## config.mk

```make
export PLATFORM = sky130hd
export DESIGN_NAME = dqs_read_capture_postamble
export DESIGN_NICKNAME = d
export VERILOG_FILES = /design/src/capture_pkg.sv /design/src/dqs_read_capture_postamble.sv
export SDC_FILE = /design/constraint.sdc
export NUM_CORES = 1
export LEC_CHECK = 0
export ABC_CLOCK_PERIOD_IN_PS = 4000
export CAP_MARGIN = 20
export CORE_ASPECT_RATIO = 1.1
export CORE_MARGIN = 1
export CORE_UTILIZATION = 42
export DETAILED_ROUTE_END_ITERATION = 7
export DONT_BUFFER_PORTS = 1
export SLEW_MARGIN = 20
export SYNTH_ARGS = -nofsm -noshare
export SYNTH_HDL_FRONTEND = slang
export SYNTH_SLANG_ARGS = --single-unit
```

## constraint.sdc

```tcl
create_clock -name mclk -period 4 [get_ports mclk]
set_clock_uncertainty 0.2 [all_clocks]
set_input_delay 0.4 -clock mclk [delete_from_list [all_inputs] [get_ports mclk]]
set_output_delay 0.4 -clock mclk [all_outputs]
set_load 0.01 [all_outputs]
```

## src/capture_pkg.sv

```systemverilog
package capture_pkg;
  // Link word width and output pair width
  localparam int DATA_W      = 8;
  localparam int PAIR_W      = 2 * DATA_W;
  // Resynchronization tick: one mclk cycle in every RESYNC_DIV
  localparam int RESYNC_DIV  = 4;
  localparam int FIFO_DEPTH  = 4;
  // Reset values of the postamble flop and the data words
  localparam logic POST_RESET = 1'b1;
  localparam logic [DATA_W-1:0] WORD_RESET = 8'h00;
  // Clock periods in ns, kept for reference by the counts
  localparam int MCLK_PERIOD_NS = 20;
  localparam int LINK_PERIOD_NS = 160;
endpackage

```

## src/dqs_read_capture_postamble.sv

```systemverilog
`timescale 1ns/1ps
`default_nettype none
// Notes on behaviour
// - high-phase word taken on strobe rise, re-taken on strobe fall.
// - high and low words appear together only after the strobe falling edge.
// - low word captured while previous high word passes through another register.
// - both words move together into the system domain on the resync tick.
// - capture registers are disabled after the postamble so noise latches nothing.
// - each strobe input has its own single-flop postamble circuit.
// - the postamble flop is clocked by mclk and moves only on a shifted-strobe fall, the preset or rst_n.
// - postamble flop data is zero; first strobe fall after preset release drives it low.
// - on that falling edge the active-low enable output turns capture off.

module pair_fifo #(
  parameter int WIDTH = 16,
  parameter int DEPTH = 4
) (
  input  wire logic             mclk,
  input  wire logic             rst_n,
  input  wire logic [WIDTH-1:0] in_data,
  input  wire logic             in_valid,
  output logic                  in_ready,
  output logic      [WIDTH-1:0] out_data,
  output logic                  out_valid,
  input  wire logic             out_ready
);
  localparam int AW = (DEPTH > 1) ? $clog2(DEPTH) : 1;
  localparam logic [AW:0] DEPTH_C = (AW+1)'(DEPTH);
  initial begin
    if (DEPTH < 2 || WIDTH < 1) $error("pair_fifo: depth must be at least 2");
  end

  logic [WIDTH-1:0] mem [DEPTH];
  logic [AW-1:0]    wr_ptr;
  logic [AW-1:0]    rd_ptr;
  logic [AW:0]      count;
  logic [AW-1:0]    next_wr_ptr;
  logic [AW-1:0]    next_rd_ptr;
  logic [AW:0]      next_count;
  logic             push;
  logic             pop;

  function automatic logic [AW-1:0] bump(input logic [AW-1:0] p);
    bump = (p == AW'(DEPTH - 1)) ? '0 : p + 1'b1;
  endfunction

  assign in_ready  = (count != DEPTH_C);
  assign out_valid = (count != '0);
  assign out_data  = mem[rd_ptr];
  assign push      = in_valid & in_ready;
  assign pop       = out_valid & out_ready;

  always_comb begin
    next_wr_ptr = push ? bump(wr_ptr) : wr_ptr;
    next_rd_ptr = pop ? bump(rd_ptr) : rd_ptr;
    next_count  = count;
    if (push && !pop) begin
      next_count = count + 1'b1;
    end else if (pop && !push) begin
      next_count = count - 1'b1;
    end
  end

  always_ff @(posedge mclk) begin
    if (!rst_n) begin
      wr_ptr <= '0;
      rd_ptr <= '0;
      count  <= '0;
    end else begin
      wr_ptr <= next_wr_ptr;
      rd_ptr <= next_rd_ptr;
      count  <= next_count;
    end
  end

  // Storage needs no reset; out_valid masks stale words
  always_ff @(posedge mclk) begin
    if (push) begin
      mem[wr_ptr] <= in_data;
    end
  end
endmodule

module dqs_read_capture_postamble
  import capture_pkg::*;
#(
  parameter int W   = capture_pkg::DATA_W,
  parameter int DIV = capture_pkg::RESYNC_DIV,
  parameter int DEP = capture_pkg::FIFO_DEPTH
) (
  input  wire logic           mclk,
  input  wire logic           rst_n,
  input  wire logic           dqs_shifted,
  input  wire logic [W-1:0]   dq,
  input  wire logic           postamble_preset,
  output logic                capture_enable_low,
  output logic                overrun,
  output logic      [2*W-1:0] rd_data,
  output logic                rd_valid,
  input  wire logic           rd_ready
);
  import capture_pkg::*;
  localparam int CW = (DIV > 1) ? $clog2(DIV) : 1;
  initial begin
    if (W < 1 || DIV < 2) $error("dqs_read_capture_postamble: bad width or divider");
  end

  // Strobe, data and preset arrive from outside mclk; two flops each.
  // Data and strobe share the same depth so their alignment is kept.
  logic         dqs_meta;
  logic         dqs_sync;
  logic         dqs_prev;
  logic [W-1:0] dq_meta;
  logic [W-1:0] dq_sync;
  logic         pre_meta;
  logic         pre_sync;

  always_ff @(posedge mclk) begin
    if (!rst_n) begin
      dqs_meta <= 1'b0;
      dqs_sync <= 1'b0;
      dqs_prev <= 1'b0;
      dq_meta  <= '0;
      dq_sync  <= '0;
      pre_meta <= 1'b1;
      pre_sync <= 1'b1;
    end else begin
      dqs_meta <= dqs_shifted;
      dqs_sync <= dqs_meta;
      dqs_prev <= dqs_sync;
      dq_meta  <= dq;
      dq_sync  <= dq_meta;
      pre_meta <= postamble_preset;
      pre_sync <= pre_meta;
    end
  end

  logic rise;
  logic fall;
  assign rise = dqs_sync & ~dqs_prev;
  assign fall = ~dqs_sync & dqs_prev;

  logic         post_q;
  logic [W-1:0] hi_first;
  logic [W-1:0] hi_word;
  logic [W-1:0] lo_word;
  logic         pair_pending;
  logic [CW-1:0] div_cnt;
  logic         next_post_q;
  logic [W-1:0] next_hi_first;
  logic [W-1:0] next_hi_word;
  logic [W-1:0] next_lo_word;
  logic         next_pair_pending;
  logic [CW-1:0] next_div_cnt;
  logic         next_overrun;
  logic         tick;
  logic         push;
  logic         fifo_ready;
  logic         take_fall;

  assign tick      = (div_cnt == CW'(DIV - 1));
  assign push      = tick & pair_pending & fifo_ready;
  assign take_fall = fall & post_q;
  assign capture_enable_low = ~post_q;

  always_comb begin
    next_div_cnt      = tick ? '0 : div_cnt + 1'b1;
    next_post_q       = post_q;
    next_hi_first     = hi_first;
    next_hi_word      = hi_word;
    next_lo_word      = lo_word;
    next_pair_pending = pair_pending;
    // A word left waiting on a full FIFO is overwritten by the next pair
    next_overrun      = take_fall & pair_pending & ~push;
    if (pre_sync) begin
      next_post_q = POST_RESET;
    end else if (fall) begin
      next_post_q = 1'b0;
    end
    if (rise && post_q) begin
      next_hi_first = dq_sync;
    end
    if (push) begin
      next_pair_pending = 1'b0;
    end
    // The final fall still captures; the flop only drops after it
    if (take_fall) begin
      next_hi_word      = hi_first;
      next_lo_word      = dq_sync;
      next_pair_pending = 1'b1;
    end
  end

  always_ff @(posedge mclk) begin
    if (!rst_n) begin
      post_q       <= POST_RESET;
      hi_first     <= WORD_RESET;
      hi_word      <= WORD_RESET;
      lo_word      <= WORD_RESET;
      pair_pending <= 1'b0;
      div_cnt      <= '0;
      overrun      <= 1'b0;
    end else begin
      post_q       <= next_post_q;
      hi_first     <= next_hi_first;
      hi_word      <= next_hi_word;
      lo_word      <= next_lo_word;
      pair_pending <= next_pair_pending;
      div_cnt      <= next_div_cnt;
      overrun      <= next_overrun;
    end
  end

  pair_fifo #(
    .WIDTH (2 * W),
    .DEPTH (DEP)
  ) u_fifo (
    .mclk      (mclk),
    .rst_n     (rst_n),
    .in_data   ({hi_word, lo_word}),
    .in_valid  (tick & pair_pending),
    .in_ready  (fifo_ready),
    .out_data  (rd_data),
    .out_valid (rd_valid),
    .out_ready (rd_ready)
  );
endmodule
`default_nettype wire

```

==> qor.txt <==
Vias: 2179
RePlAce Congestion: 0.648
Setup CP Type: reg2out
Cells after Synth: 293
Drt pass-1 iters: 4
IO Count: 32
Syn-to-layout area delta: 18.0%
Relative max-transition margin: 34.3%
RSZ-0062 raised after global routing: false
CP top delay family: flip-flops
Fin crit share: 67.5%
DP Area: 4560 µm²
Fin area: 5290 µm²
Tmin final: 2700 ps
Initial core utilization: 43.2%
Busiest grt layer: met2
1st-iter DRT viols: 81
Buf/Inv on CP: 0
PortBufs: 0
Psw: 695 µW
Critical path peak fanout: 16
Fraction of layout instances using a drive strength above 1: 13.6%
Reg2reg end: u_fifo.count[2]$_SDFFE_PN0P_
CTS resizes: 0
Count of different cell masters after synthesis: 33
Reg power frac: 44.2%
Fillers: 869
Min-delay src: rst_n
P_int: 2540 µW
Initial antenna violation count: 0
Core Area: 10400 µm²
CTS root buf: clkbuf_16
Cts hold-fix bufs: 12
Critical R2R Launch: div_cnt[0]$_SDFF_PP0_
Worst hold path endpoint: pre_meta$_SDFF_PN1_
Status: complete, no violations
Slowest stage delay, CP: 960 ps
Worst r2r path cells: 9
Die width: 101 µm
Clk pin slew, worst setup/hold paths: 50 ps
Power per cell area: 611 nW/µm²
Sequential area share after synthesis: 69.2%
Antenna diode count: 0
Setup TNS after final layout: 0 ps
TritonCTS clock tree: done
Syn Nets: 314
R2R setup slack: 1480 ps
Post-Route WL: 6580 µm
Total GRT Usage: 13.8%
Hold WS: 74.0 ps
Endpoints failing setup: 0
Met3 Use GR: 4.35%
Hold Path Class: in2reg
Vias per inst: 4.68
H-tree levels: 4
CP max stage cell: dfxtp_1
First-pass GRT wire length: 11000 µm
Syn. warnings: 0
Worst EP required: 3400 ps
DRC Markers: 0
Clock Latency Late Sink: 400 ps
Routed length per instance: 14.1 µm
Mean post-synth cell area: 15.3 µm²
Cell Rows: 39
Slew Limit Fails: 0
Clock Tree Buf Depth: 2
Yosys reg bits: 123
Maxcap violations: 0
Final HPWL from detailed placement: 3870 µm
Setup bufs post-CTS: 0
Grt met1 use: 16.4%
Die H: 110 µm
Die ar.: 11100 µm²
Vias in the first global route: 2173
Switching Share: 21.5%
CP Data Arrival Time: 2100 ps
Nets: 331
Fmax: 0.370 GHz
Leakage dissipation: 0.00188 µW
CTS Buf Count: 17
Worst-margin pin slew: 985 ps
Maximum VDD drop: 257 µV
Clock Power Share: 47.7%
Worst Hold Depth: 2
M2 GR Usage: 21.9%
Grt total ovfl: 0
Startpoint types: register
Largest net degree at the start of global routing: 61
Clk sinks: 123
Syn Std Cell Area: 4490 µm²
Combinational share of power: 8.0%
Final Hold Fails: 0
Final antenna-violating net count: 0
CP Cell Sequence: mux4_1
Crit end category: primary output
-- power groups by stage --
| stage | Clock [µW] | Sequential [µW] | Combinational, µW |
|---|---|---|---|
| after floorplan | 0 | 1400 | 292 |
| after detailed placement | 0 | 1460 | 245 |
| after global routing | 1630 | 1440 | 286 |
| after CTS | 1580 | 1440 | 265 |
| after global placement | 0 | 1460 | 241 |
| final | 1540 | 1430 | 260 |
-- cells in the final DEF, fill, tap and decap left out, drive strengths merged, types with 11 or more instances in the layout --
| cell | n |
|---|---|
| nand2 | 41 |
| dfxtp | 59 |
| mux4 | 16 |
| clkbuf | 18 |
| a21boi | 17 |
| mux2i | 11 |
| edfxtp | 64 |
| dlygate4sd3 | 11 |
| and2 | 24 |
-- sequential cells by signal, summed over array words and instances, names as in the netlist, 2 cells and up, named ones only --
name,cells
u_fifo.mem,64
dq_meta,8
dq_sync,8
hi_first,8
hi_word,8
lo_word,8
u_fifo.count,3
div_cnt,2
u_fifo.rd_ptr,2
u_fifo.wr_ptr,2
-- layer usage --
layer / vias up / wire length (µm) / share of wire (%)
met5: - / 0 / 0
met4: 0 / 158 / 2.4
met3: 14 / 203 / 3.1
met2: 38 / 3150 / 48
met1: 1042 / 3070 / 47
li1: 1085 / - / -
-- worst max-delay path by stage --
| stage | from | to | cells past startpoint |
|---|---|---|---|
| 2_1_floorplan | div_cnt[0]$_SDFF_PP0_ | u_fifo.count[2]$_SDFFE_PN0P_ | 9 |
| 3_3_place_gp | div_cnt[0]$_SDFF_PP0_ | u_fifo.count[2]$_SDFFE_PN0P_ | 9 |
| 3_5_place_dp | div_cnt[0]$_SDFF_PP0_ | u_fifo.count[2]$_SDFFE_PN0P_ | 9 |
| 4_1_cts | register | rd_data[2] | 1 |
| 5_1_grt | register | rd_data[2] | 1 |
| 6_report | register | rd_data[14] | 1 |
-- cell type report --
cell class                 instances  area [µm²]  share of cell area [%]
clock buffer                      18         429                    8.11
clock inverter                    14         178                    3.36
inverter                           5        18.8                   0.355
multi-input combinational        151        1260                    23.7
sequential                       123        3100                    58.6
tap                              143         179                    3.38
timing repair buffer              12         130                    2.46
-- per-stage QoR --
stage	instances	utilization, %	worst slack (ps)	power, µW
CTS	466	50.9	1200	3280
global placement	422	43.8	1570	1700
floorplan	293	-	1690	1700
global route	466	50.9	1120	3360
detailed placement	422	43.8	1500	1710
finish	466	50.9	1300	3230
-- cell usage after synthesis, drive strengths merged --
cell type,instances,area [µm²]
ha,7,87.6
mux2i,11,110
nor3,1,5.00
mux4,16,383
nor3b,1,7.51
and2,24,150
a21boi,17,128
and3b,2,18.8
nand2,41,154
nor2b,9,56.3
edfxtp,64,1920
clkbuf,6,22.5
nand3,2,10.0
xor2,1,8.76
buf,8,85.1
o21ai,5,25.0
fa,1,20.0
dfxtp,59,1180
or3,2,12.5
nand2b,2,12.5
nor2,3,11.3
o31ai,1,12.5
nand3b,3,26.3
xnor2,1,8.76
a21oi,1,8.76
inv,5,18.8
-- cell families (layout without fill, tap and decap cells) --
| family | after synthesis | after routing | synth area share [%] |
|---|---|---|---|
| muxes | 27 | 27 | 11.0 |
| DFF | 123 | 123 | 69.2 |
| AOI/OAI and AO/OA | 24 | 24 | 3.88 |
| buffers and inverters | 19 | 49 | 2.82 |
| and+or+nand+nor | 90 | 90 | 10.3 |
| xor gates and xnor gates | 2 | 2 | 0.391 |
| adders and majority gates | 8 | 8 | 2.40 |
Power figures use the tool's default switching activity.
